## src/rtl/ddc_consts.svh

```systemverilog
// Register offsets, field positions, reset values and timing counts of the downconversion path
`ifndef DDC_CONSTS_SVH
`define DDC_CONSTS_SVH
// ----------------------------------------
// Register offsets
// ----------------------------------------
`define OFS_PATH_MODE 8'h50
`define OFS_DITHER 8'h51
`define OFS_FREQ0 8'h52
`define OFS_FREQ1 8'h53
`define OFS_FREQ2 8'h54
`define OFS_FREQ3 8'h55
`define OFS_PHASE_LO 8'h56
`define OFS_PHASE_HI 8'h57
`define OFS_SYNC_CTL 8'h58
`define OFS_LL_SELECT 8'h5a
`define OFS_OUT_FORMAT 8'h5b
`define OFS_STATUS 8'h5c
// ----------------------------------------
// Field positions and codes
// ----------------------------------------
`define DITH_AMP_BIT 1
`define DITH_PHASE_BIT 2
`define SYNC_EN_BIT 0
`define SYNC_EVERY_BIT 1
`define LL_SEL_BIT 0
`define FMT_OFFSET_BIN_BIT 0
`define MODE_LOW_LATENCY 8'hb0
`define MODE_HIGH_PERF 8'ha0
`define FS4_WORD 32'h40000000
// ----------------------------------------
// Reset values and limits
// ----------------------------------------
`define RST_PATH_MODE 8'hb0
`define RST_LL_SELECT 8'h01
`define RST_ZERO8 8'h00
`define LFSR_SEED 16'hace1
`define IN_POS_FULL 16'sh1fff
`define IN_NEG_FULL 16'she000
`define OUT_POS_FULL 14'h1fff
`define OUT_NEG_FULL 14'h2000
`define OVR_LATENCY 10
`endif

```

## src/rtl/ddc_pkg.sv

```systemverilog
// Types shared by the downconversion path
package ddc_pkg;
	typedef struct packed {
		logic [7:0] addr;
		logic [7:0] wdata;
		logic wr;
		logic rd;
	} reg_req_t;

	typedef struct packed {
		logic [7:0] path_mode;
		logic [7:0] dither;
		logic [31:0] freq;
		logic [15:0] phase_ofs;
		logic [7:0] sync_ctl;
		logic [7:0] ll_sel;
		logic [7:0] out_fmt;
		logic [7:0] rdata;
		logic armed;
		logic sync_s1;
		logic sync_s2;
		logic sync_d;
		logic [31:0] acc;
		logic [15:0] lfsr;
		logic [1:0][8:0] ovr_pipe;
		logic [1:0][1:0][3:0][13:0] hist;
		logic [1:0][1:0][13:0] filt;
		logic [1:0] fs4_cnt;
		logic [13:0] dout;
		logic [1:0] ovr_out;
		logic data_capture_clock_out;
		logic [3:0] up_cnt;
	} state_t;
endpackage : ddc_pkg

```

## src/rtl/ddc_nco_path.sv

```systemverilog
// Dual channel tuning NCO, image filter, fs/4 output NCO and output coding
`timescale 1ns/10ps
`default_nettype none
`include "ddc_consts.svh"

// Functional notes
// - Overrange flag per channel appears ten sample clocks after the input event.
// - Offset binary: 0x0000 at -FS, 0x2000 at zero, 0x3fff at +FS, saturating.
// - Two's complement is the reset default; flag only beyond span.
// - Data clock output drives alongside data; capture logic latches words with it.
// - One tuning oscillator and its sine/cosine serve both channels.
// - 32-bit complex tuning NCO always runs, no bypass, outputs I and Q.
// - Frequency word built from four byte registers tuning_frequency_byte0 to tuning_frequency_byte3.
// - Frequency word is signed: 0x80000000 is -fs/2, zero is dc.
// - Two path modes: low latency (default) or high performance filter.
// - Fixed filter suppresses negative frequency images before real output.
// - Fixed fs/4 oscillator shifts to fs/4 and emits only the real part.
// - Sync control bits at sync_policy_control choose every sync or first after write.
// - Accepted sync reloads the phase accumulator with the phase offset.
// - Amplitude and phase dither enables are bits 1 and 2 of oscillator_dither_control.
// - Amplitude dither randomises sine/cosine amplitude quantisation error.
// - 0xb0 at 0x50 selects low latency; 0x5a bit 0 selects fixed NCO.
// - 0xa0 at 0x50 selects the high performance filter mode.
module ddc_nco_path (
	input wire logic ref_clk_i,
	input wire logic rstn_i,
	input wire ddc_pkg::reg_req_t bus_i,
	output logic [7:0] rdata_o,
	input wire logic [1:0][15:0] samples_i,
	input wire logic sync_i,
	output logic [13:0] data_o,
	output logic data_capture_clock_out_o,
	output logic [1:0] overrange_o
);
	import ddc_pkg::*;

	state_t s_r;
	state_t s_nxt;

	// ----------------------------------------
	// Helper functions
	// ----------------------------------------
	function automatic logic [13:0] sat14(input logic signed [18:0] v);
		logic [13:0] r;
		r = v[13:0];
		if (v > 19'sh01fff) begin
			r = `OUT_POS_FULL;
		end else if (v < -19'sh02000) begin
			r = `OUT_NEG_FULL;
		end
		return r;
	endfunction : sat14

	// Quarter-wave table, midpoint samples, amplitude 2047
	function automatic logic signed [11:0] sine6(input logic [5:0] p);
		logic [3:0] idx;
		logic [11:0] m;
		idx = p[4] ? ~p[3:0] : p[3:0];
		case (idx)
			4'h0: m = 12'h064;
			4'h1: m = 12'h12c;
			4'h2: m = 12'h1f1;
			4'h3: m = 12'h2b2;
			4'h4: m = 12'h36b;
			4'h5: m = 12'h41c;
			4'h6: m = 12'h4c3;
			4'h7: m = 12'h55e;
			4'h8: m = 12'h5ec;
			4'h9: m = 12'h66c;
			4'ha: m = 12'h6db;
			4'hb: m = 12'h73a;
			4'hc: m = 12'h787;
			4'hd: m = 12'h7c1;
			4'he: m = 12'h7e9;
			default: m = 12'h7fd;
		endcase
		return p[5] ? -$signed(m) : $signed(m);
	endfunction : sine6

	// Short symmetric lowpass; stands in for the fixed coefficient sets
	function automatic logic [13:0] fir(input logic hp, input logic [13:0] x,
			input logic [3:0][13:0] h);
		logic signed [18:0] a;
		a = 19'sh0;
		if (hp) begin
			a = $signed(x) + 19'sd4 * $signed(h[0]) + 19'sd6 * $signed(h[1])
				+ 19'sd4 * $signed(h[2]) + $signed(h[3]);
			a = a >>> 4;
		end else begin
			a = $signed(x) + 19'sd2 * $signed(h[0]) + $signed(h[1]);
			a = a >>> 2;
		end
		return sat14(a);
	endfunction : fir

	// ----------------------------------------
	// Shared tuning oscillator
	// ----------------------------------------
	logic hp_mode;
	logic fixed_nco;
	logic [31:0] eff_freq;
	logic [31:0] dith_phase;
	logic [31:0] ph_sum;
	logic signed [11:0] cos_v;
	logic signed [11:0] sin_v;
	logic signed [25:0] amp_add;
	logic sync_hit;
	logic lfsr_fb;

	assign hp_mode = (s_r.path_mode == `MODE_HIGH_PERF);
	assign fixed_nco = !hp_mode && s_r.ll_sel[`LL_SEL_BIT];
	assign eff_freq = fixed_nco ? `FS4_WORD : s_r.freq;
	assign dith_phase = s_r.dither[`DITH_PHASE_BIT] ? {6'h00, s_r.lfsr[9:0], 16'h0000} : 32'h0;
	assign ph_sum = s_r.acc + dith_phase;
	assign cos_v = sine6(ph_sum[31:26] + 6'h10);
	assign sin_v = sine6(ph_sum[31:26]);
	// Random rounding offset spreads the quantisation error into noise
	assign amp_add = s_r.dither[`DITH_AMP_BIT] ? $signed({15'h0000, s_r.lfsr[15:5]})
		: 26'sh0000400;
	assign lfsr_fb = s_r.lfsr[15] ^ s_r.lfsr[14] ^ s_r.lfsr[12] ^ s_r.lfsr[3];
	assign sync_hit = s_r.sync_s2 && !s_r.sync_d && s_r.sync_ctl[`SYNC_EN_BIT]
		&& (s_r.sync_ctl[`SYNC_EVERY_BIT] || s_r.armed);

	// ----------------------------------------
	// Per-channel mixer and filter
	// ----------------------------------------
	logic [1:0][13:0] x_sat;
	logic [1:0] ovr_raw;
	logic [1:0][1:0][13:0] mix;
	logic [1:0][1:0][13:0] fir_v;

	for (genvar c = 0; c < 2; c++) begin : g_ch
		logic signed [25:0] pc;
		logic signed [25:0] ps;
		assign ovr_raw[c] = ($signed(samples_i[c]) > `IN_POS_FULL)
			|| ($signed(samples_i[c]) < `IN_NEG_FULL);
		assign x_sat[c] = sat14({{3{samples_i[c][15]}}, samples_i[c]});
		assign pc = $signed(x_sat[c]) * cos_v + amp_add;
		assign ps = $signed(x_sat[c]) * sin_v + amp_add;
		assign mix[c][0] = pc[24:11];
		assign mix[c][1] = 14'(-$signed(ps[24:11]));
		assign fir_v[c][0] = fir(hp_mode, mix[c][0], s_r.hist[c][0]);
		assign fir_v[c][1] = fir(hp_mode, mix[c][1], s_r.hist[c][1]);
	end

	// ----------------------------------------
	// fs/4 real output and coding
	// ----------------------------------------
	logic ch_sel;
	logic [13:0] real_w;
	logic [13:0] coded_w;

	assign ch_sel = !s_r.data_capture_clock_out;
	always_comb begin
		case (s_r.fs4_cnt)
			2'd0: real_w = s_r.filt[ch_sel][0];
			2'd1: real_w = sat14(-$signed({{5{s_r.filt[ch_sel][1][13]}}, s_r.filt[ch_sel][1]}));
			2'd2: real_w = sat14(-$signed({{5{s_r.filt[ch_sel][0][13]}}, s_r.filt[ch_sel][0]}));
			default: real_w = s_r.filt[ch_sel][1];
		endcase
	end
	assign coded_w = s_r.out_fmt[`FMT_OFFSET_BIN_BIT] ? {~real_w[13], real_w[12:0]}
		: real_w;

	// ----------------------------------------
	// Next state
	// ----------------------------------------
	always_comb begin
		s_nxt = s_r;
		s_nxt.rdata = 8'h00;
		// Register writes
		if (bus_i.wr) begin
			if (bus_i.addr == `OFS_PATH_MODE) begin
				s_nxt.path_mode = bus_i.wdata;
			end else if (bus_i.addr == `OFS_DITHER) begin
				s_nxt.dither = bus_i.wdata;
			end else if (bus_i.addr == `OFS_FREQ0) begin
				s_nxt.freq[7:0] = bus_i.wdata;
			end else if (bus_i.addr == `OFS_FREQ1) begin
				s_nxt.freq[15:8] = bus_i.wdata;
			end else if (bus_i.addr == `OFS_FREQ2) begin
				s_nxt.freq[23:16] = bus_i.wdata;
			end else if (bus_i.addr == `OFS_FREQ3) begin
				s_nxt.freq[31:24] = bus_i.wdata;
			end else if (bus_i.addr == `OFS_PHASE_LO) begin
				s_nxt.phase_ofs[7:0] = bus_i.wdata;
			end else if (bus_i.addr == `OFS_PHASE_HI) begin
				s_nxt.phase_ofs[15:8] = bus_i.wdata;
			end else if (bus_i.addr == `OFS_SYNC_CTL) begin
				s_nxt.sync_ctl = bus_i.wdata;
			end else if (bus_i.addr == `OFS_LL_SELECT) begin
				s_nxt.ll_sel = bus_i.wdata;
			end else if (bus_i.addr == `OFS_OUT_FORMAT) begin
				s_nxt.out_fmt = bus_i.wdata;
			end
		end
		// Register reads, unmapped reads as zero
		if (bus_i.rd) begin
			if (bus_i.addr == `OFS_PATH_MODE) begin
				s_nxt.rdata = s_r.path_mode;
			end else if (bus_i.addr == `OFS_DITHER) begin
				s_nxt.rdata = s_r.dither;
			end else if (bus_i.addr == `OFS_FREQ0) begin
				s_nxt.rdata = s_r.freq[7:0];
			end else if (bus_i.addr == `OFS_FREQ1) begin
				s_nxt.rdata = s_r.freq[15:8];
			end else if (bus_i.addr == `OFS_FREQ2) begin
				s_nxt.rdata = s_r.freq[23:16];
			end else if (bus_i.addr == `OFS_FREQ3) begin
				s_nxt.rdata = s_r.freq[31:24];
			end else if (bus_i.addr == `OFS_PHASE_LO) begin
				s_nxt.rdata = s_r.phase_ofs[7:0];
			end else if (bus_i.addr == `OFS_PHASE_HI) begin
				s_nxt.rdata = s_r.phase_ofs[15:8];
			end else if (bus_i.addr == `OFS_SYNC_CTL) begin
				s_nxt.rdata = s_r.sync_ctl;
			end else if (bus_i.addr == `OFS_LL_SELECT) begin
				s_nxt.rdata = s_r.ll_sel;
			end else if (bus_i.addr == `OFS_OUT_FORMAT) begin
				s_nxt.rdata = s_r.out_fmt;
			end else if (bus_i.addr == `OFS_STATUS) begin
				s_nxt.rdata = {5'h00, s_r.ovr_out, s_r.armed};
			end
		end
		// Sync pin: two flops, then edge detect on the second
		s_nxt.sync_s1 = sync_i;
		s_nxt.sync_s2 = s_r.sync_s1;
		s_nxt.sync_d = s_r.sync_s2;
		// Rewrite re-arms; wins over the clear of the same cycle
		if (sync_hit) begin
			s_nxt.armed = 1'b0;
		end
		if (bus_i.wr && bus_i.addr == `OFS_SYNC_CTL) begin
			s_nxt.armed = 1'b1;
		end
		// Phase accumulator never stops
		if (sync_hit) begin
			s_nxt.acc = {s_r.phase_ofs, 16'h0000};
		end else begin
			s_nxt.acc = s_r.acc + eff_freq;
		end
		s_nxt.lfsr = {s_r.lfsr[14:0], lfsr_fb};
		for (int c = 0; c < 2; c++) begin
			s_nxt.ovr_pipe[c] = {s_r.ovr_pipe[c][7:0], ovr_raw[c]};
			s_nxt.ovr_out[c] = s_r.ovr_pipe[c][8];
			for (int q = 0; q < 2; q++) begin
				s_nxt.hist[c][q] = {s_r.hist[c][q][2:0], mix[c][q]};
				s_nxt.filt[c][q] = fir_v[c][q];
			end
		end
		s_nxt.fs4_cnt = s_r.fs4_cnt + 2'd1;
		// Channels interleave: B with the clock high, A with it low
		s_nxt.data_capture_clock_out = !s_r.data_capture_clock_out;
		s_nxt.dout = coded_w;
		if (s_r.up_cnt != 4'hf) begin
			s_nxt.up_cnt = s_r.up_cnt + 4'h1;
		end
	end

	// ----------------------------------------
	// State register
	// ----------------------------------------
	always_ff @(posedge ref_clk_i) begin
		if (!rstn_i) begin
			s_r <= '0;
			s_r.path_mode <= `RST_PATH_MODE;
			s_r.ll_sel <= `RST_LL_SELECT;
			s_r.out_fmt <= `RST_ZERO8;
			s_r.lfsr <= `LFSR_SEED;
		end else begin
			s_r <= s_nxt;
		end
	end

	assign rdata_o = s_r.rdata;
	assign data_o = s_r.dout;
	assign data_capture_clock_out_o = s_r.data_capture_clock_out;
	assign overrange_o = s_r.ovr_out;
endmodule : ddc_nco_path
`default_nettype wire

```

## config.mk

```make
export PLATFORM = sky130hd
export DESIGN_NAME = ddc_nco_path
export DESIGN_NICKNAME = d
export VERILOG_FILES = /design/src/rtl/ddc_pkg.sv /design/src/rtl/ddc_nco_path.sv
export VERILOG_INCLUDE_DIRS = /design/src /design/src/rtl
export SDC_FILE = /design/constraint.sdc
export NUM_CORES = 2
export LEC_CHECK = 0
export ABC_AREA = 1
export BUFFER_PORTS_ARGS = -buffer_cell sky130_fd_sc_hd__clkbuf_2
export CELL_PAD_IN_SITES_DETAIL_PLACEMENT = 1
export CELL_PAD_IN_SITES_GLOBAL_PLACEMENT = 1
export CORE_AREA = 5 5 452 454
export DETAILED_ROUTE_END_ITERATION = 6
export DIE_AREA = 0 0 457 459
export PLACE_DENSITY_LB_ADDON = 0.1
export SKIP_CTS_REPAIR_TIMING = 1
export SLEW_MARGIN = 5
export SYNTH_ARGS = -nofsm -noshare
export SYNTH_HDL_FRONTEND = slang
export SYNTH_SLANG_ARGS = --single-unit
```

## constraint.sdc

```tcl
create_clock -name ref_clk_i -period 13.8 [get_ports ref_clk_i]
set_input_delay 1.38 -clock ref_clk_i [delete_from_list [all_inputs] [get_ports ref_clk_i]]
set_output_delay 1.38 -clock ref_clk_i [all_outputs]
set_load 0.02 [all_outputs]
```

# [Yosys cells after proc, flatten, opt, wreduce, memory -nomap -nowiden]
# Memory sizes are Yosys's and may differ from the RTL's.
# Index checks and enable logic that the tools add are counted.
[word_totals] regBits=465 romBits=352 output_inout_bits=25 wordCells=226 memories=2
[op_classes] addsub=38 multipliers=8 magnitude_cmp=21 n_eq_ne=15 muxes=46 n_bitwise=17 n_reduce_logical=30
[memory_table] name="(name not given)" words=16 width=11 rd=1 rd_ports_with_merged_regs=0 wr=0 line_no="ddc_nco_path.sv:59" rtl="case (idx)"
[memory_table] name="(name not given)" words=16 width=11 rd=1 rd_ports_with_merged_regs=0 wr=0 line_no="ddc_nco_path.sv:59"
[ops] op="14-bit two-way mux" n=13
[ops] op="19-bit by 14-bit > comparator with 1-bit output (second input constant)" n=6
[ops] op="19-bit by 14-bit < comparator with 1-bit output (second input constant)" n=6
[ops] op="25-bit by 12-bit adder with 25-bit output" n=4
[ops] op="14-bit by 12-bit multiplier with 25-bit output" n=4
[ops] op="8-bit by 7-bit == test with 1-bit output (second input constant)" n=12
[ops] op="8-bit two-way mux" n=11
[ops] op="17-bit by 18-bit adder with 19-bit output" n=4
[ops] op="19-bit by 14-bit adder with 19-bit output" n=4
[ops] op="19-bit by 16-bit adder with 19-bit output" n=4
[ops] op="19-bit two-way mux" n=4
[ops] op="14-bit by 16-bit adder with 17-bit output" n=4
[ops] op="16-bit by 14-bit adder with 17-bit output" n=4
[ops] op="3-bit by 14-bit multiplier with 17-bit output (first input constant)" n=4
[ops] op="14-bit by 15-bit adder with 16-bit output" n=4
[ops] op="16-bit by 14-bit > comparator with 1-bit output (second input constant)" n=4
[ops] op="16-bit by 14-bit < comparator with 1-bit output (second input constant)" n=4
[ops] op="32-bit two-way mux" n=2
[ops] op="28-bit two-way mux" n=2
[ops] op="13-bit two-way mux" n=4
[ops] op="14-bit case mux with 3 select lines" n=1
[ops] op="14-bit negator with 19-bit output" n=2
[ops] op="32-bit by 26-bit adder with 32-bit output" n=1
[ops] op="32-bit adder" n=1
[ops] op="other kinds (34)" n=66

# [Longest topological paths before layout]
# An unclocked memory read counts as a cell.
[depth] word_depth=18 depth_mapped=84 depth_no_buf=82

# [Worst setup path before layout]
# OpenSTA, ideal clock, no wires.
[synth_timing] path_kind="register to register" startpoint="register s_r[455] in the netlist's numbering" endpoint="register s_r[48] in the netlist's numbering" setup_time_ns=0.117 arrival_time_ns=11.739 t_required_ns=13.683 setup_slack_ns=1.944 path_stages_with_launch=73 synth_period_minus_slack_ns=11.856 path_cell_list="dfxtp_1 > clkbuf_1 > nand2_1 > inv_1 > ha_1 > a21oi_1 > nor2_1 > nor2_1 > nand3_4 > xor2_4 > xor2_4 > inv_1 > ha_1 > inv_1 > o21ai_0 > nand2_1 > nand2_1 > inv_1 > [... 37 more ...] > nor2_1 > nor2_1 > o21bai_1 > nand2_1 > inv_1 > or2_2 > a21oi_1 > nor2_1 > o21ai_0 > nand2_1 > nand2_1 > nand2_1 > a21oi_1 > xor2_1 > o21a_1 > nand2_1 > inv_1 > nor2_1"
[synth_lines] element="start: declaration" line_no="ddc_nco_path.sv:37" rtl="state_t s_r;"
[synth_lines] element="start signal: assignment" line_no="ddc_nco_path.sv:271" rtl="s_r <= s_nxt;"

==> flow_metrics.env <==
export IMPL_cts_tree="built"
export IMPL_worstHoldStart="s_nxt[320]$_SDFF_PN0_"
export IMPL_core_area_sq_um=199000
export IMPL_grt_usage_pct=20.2
export IMPL_area_growth_pct=10.8
export IMPL_reg2regPathDepth=72
export IMPL_drc=0
export IMPL_ant_nets=0
export IMPL_cts_max_path_buffers=3
export IMPL_r2r_start="s_r[455]$_SDFFE_PN0P_"
export IMPL_dr_pass1_iters=5
export IMPL_cpMostUsedCell="nand2_1"
export IMPL_async_flop_share_pct=0
export IMPL_fp_row_count=164
export IMPL_layout_setup_ws_ns=0.907
export IMPL_worstSetupEndpointType="flop"
export IMPL_wire_per_inst_microns=20.0
export IMPL_initial_core_util_pct=29.9
export IMPL_slew_headroom_pct=35.3
export IMPL_nets=9262
export IMPL_timing_rr_end="s_r[76]$_SDFF_PN0_"
export IMPL_final_max_slew_viol_count=0
export IMPL_die_w_microns=457
export IMPL_finalSetupViolations=0
export IMPL_fin_crit_sh_pct=93.4
export IMPL_cts_root_buf="clkbuf_16"
export IMPL_ys_types=69
export IMPL_worstHoldPathCells=2
export IMPL_routed_wl_microns=211000
export IMPL_place_ws_ns=0.112
export IMPL_grt_max_degree=85
export IMPL_post_synth_cell_area_avg_sq_um=7.70
export IMPL_critPathRequiredTime_ns=14.38
export IMPL_syn_area_sq_um=59500
export IMPL_syn_num_nets=9165
export IMPL_cp_start_kind="flop"
export IMPL_globalRoute_totalOverflow=0
export IMPL_finalHoldViolCount=0
export IMPL_outcome="completed"
export IMPL_layout_common_cells="1899 x inv_1, 1436 x nand2_1, 893 x fa_1, 649 x nor2_1, 482 x ha_1"
export IMPL_io_pins=78
export IMPL_critPathMaxStageDelay_ns=0.55
export IMPL_slowest_stage="fa_1"
export IMPL_synth_edf_count=0
export IMPL_min_period_ns=12.89
export IMPL_die_height_microns=459
export IMPL_clk_pin_slew_ns=0.06
export IMPL_cts_made_buffers=61
export IMPL_rsz0062_at_grt="yes"
export IMPL_die_area_sq_um=210000
export IMPL_cp_max_fo=20
export IMPL_hp_class="flop to flop"
export IMPL_rrSetupSlack_ns=0.91
export IMPL_worstSetupPathType="flop to flop"
export IMPL_yosysSeqAreaShare_pct=15.6
export IMPL_final_common_cell="inv_1"
export IMPL_insertion_delay_ns=0.70
export IMPL_ys_ff_latch=465
export IMPL_antenna_found_initial=3
export IMPL_synth_cells=7735
export IMPL_grt_pass1_wl_microns=326000
export IMPL_cts_sinks=465
export IMPL_io_buffers=77
export IMPL_drive_above_1_share_pct=6.95
export IMPL_gp_congestion=0.856
export IMPL_htree_levels=2
export IMPL_vias_per_cell=4.61
export IMPL_min_to="s_nxt[6]$_SDFF_PN0_"
export IMPL_worst_slew_pin_slew_ns=0.963
export IMPL_max_freq_mhz=77.6
export IMPL_finalClockSkew_ns=0.0358
export IMPL_yosysWarningCount=0
export IMPL_arrival_ns=13.47
export IMPL_ys_flop_type="dfxtp_1"
export IMPL_grt_pass1_vias=53400
export IMPL_hpwlAfterDp_microns=178000
export IMPL_drtIter0Drc=2248
export IMPL_vias=48600
export IMPL_maxCapViolCount=0
## worst max-delay path: cells and delay by family (launching register included)
family | cells | cell delay (ns)
buffers and inverters | 11 | 0.81
and+or+nand+nor | 37 | 4.12
adders and majority gates | 13 | 5.18
DFF | 1 | 0.39
AOI/OAI and AO/OA | 8 | 1.33
xor gates and xnor gates | 3 | 0.84
## logic make-up (layout without fill, tap and decap cells)
kind of cell	Yosys count	in the layout	synth area share, %
AND/OR/NAND/NOR	2507	2507	17.3
other	0	2	0
XOR/XNOR	223	223	3.42
adder cells (fa/ha/maj)	1377	1377	40.2
AO/OA/AOI/OAI	994	994	9.41
multiplexers	7	7	0.118
buffers and inverters	2162	2308	13.9
flip-flops	465	465	15.6
## registers in the layout, indices dropped and copies added (netlist names)
register	cells
data_o	14
s_r	237
overrange_o	2
s_nxt	203
data_capture_clock_out_o	1
rdata_o	8
## metrics by stage
stage          hold slack, ns  utilization (%)  cell area (sq um)  instances  setup TNS, ns
2_1_floorplan           0.390                -              59500       7735              0
3_3_place_gp            0.392             32.0              63700      10400              0
3_5_place_dp            0.402             32.0              63700      10400              0
4_1_cts                 0.416             33.0              65800      10500              0
5_1_grt                 0.420             33.1              66000      10500        -0.0484
6_report                0.409             33.1              66000      10500              0
## synth_stat cells (all sizes together), types with 46 or more instances
master | instances | area [sq um]
fa | 893 | 17900
nor2 | 662 | 2510
xnor2 | 77 | 689
nand3 | 168 | 913
o21ai | 321 | 1620
inv | 1926 | 7240
nand4 | 46 | 288
clkbuf | 165 | 619
dfxtp | 465 | 9310
nor3 | 56 | 302
nand2 | 1479 | 5690
a21oi | 450 | 2260
xor2 | 146 | 1350
or2 | 61 | 382
buf | 55 | 354
ha | 484 | 6060
## how the worst max path moves through the flow
stage,start,endpoint,cells after the start
after CTS,s_r[455]$_SDFFE_PN0P_,s_r[76]$_SDFF_PN0_,71
after floorplan,s_r[455]$_SDFFE_PN0P_,s_r[48]$_SDFF_PN0_,72
final,s_r[455]$_SDFFE_PN0P_,s_r[76]$_SDFF_PN0_,72
after detailed placement,s_r[455]$_SDFFE_PN0P_,s_r[76]$_SDFF_PN0_,71
after global placement,s_r[455]$_SDFFE_PN0P_,s_r[35]$_SDFF_PN0_,70
after global routing,s_r[455]$_SDFFE_PN0P_,s_r[76]$_SDFF_PN0_,73
## metal layers
metal | vias to the layer above | track usage, % | part of all wire, %
li1 | 23400 | - | -
met1 | 24300 | 27.5 | 47
met2 | 668 | 34.2 | 47
met3 | 196 | 2.42 | 3.7
met4 | 0 | 5.01 | 2.8
met5 | - | 0 | 0
## final cells by class
class                      count  area (sq um)
timing repair buffer         254          1790
clock inverter                24           312
fill                       24200        133000
inverter                    1942          7310
tap                         2656          3320
clock buffer                  88          1790
multi-input combinational   5108         42200
antenna                        2          5.00
sequential                   465          9310
Power is left out: the tool's default activity adds up to more than one toggle a clock period on the data nets, which glitch-free logic cannot reach.
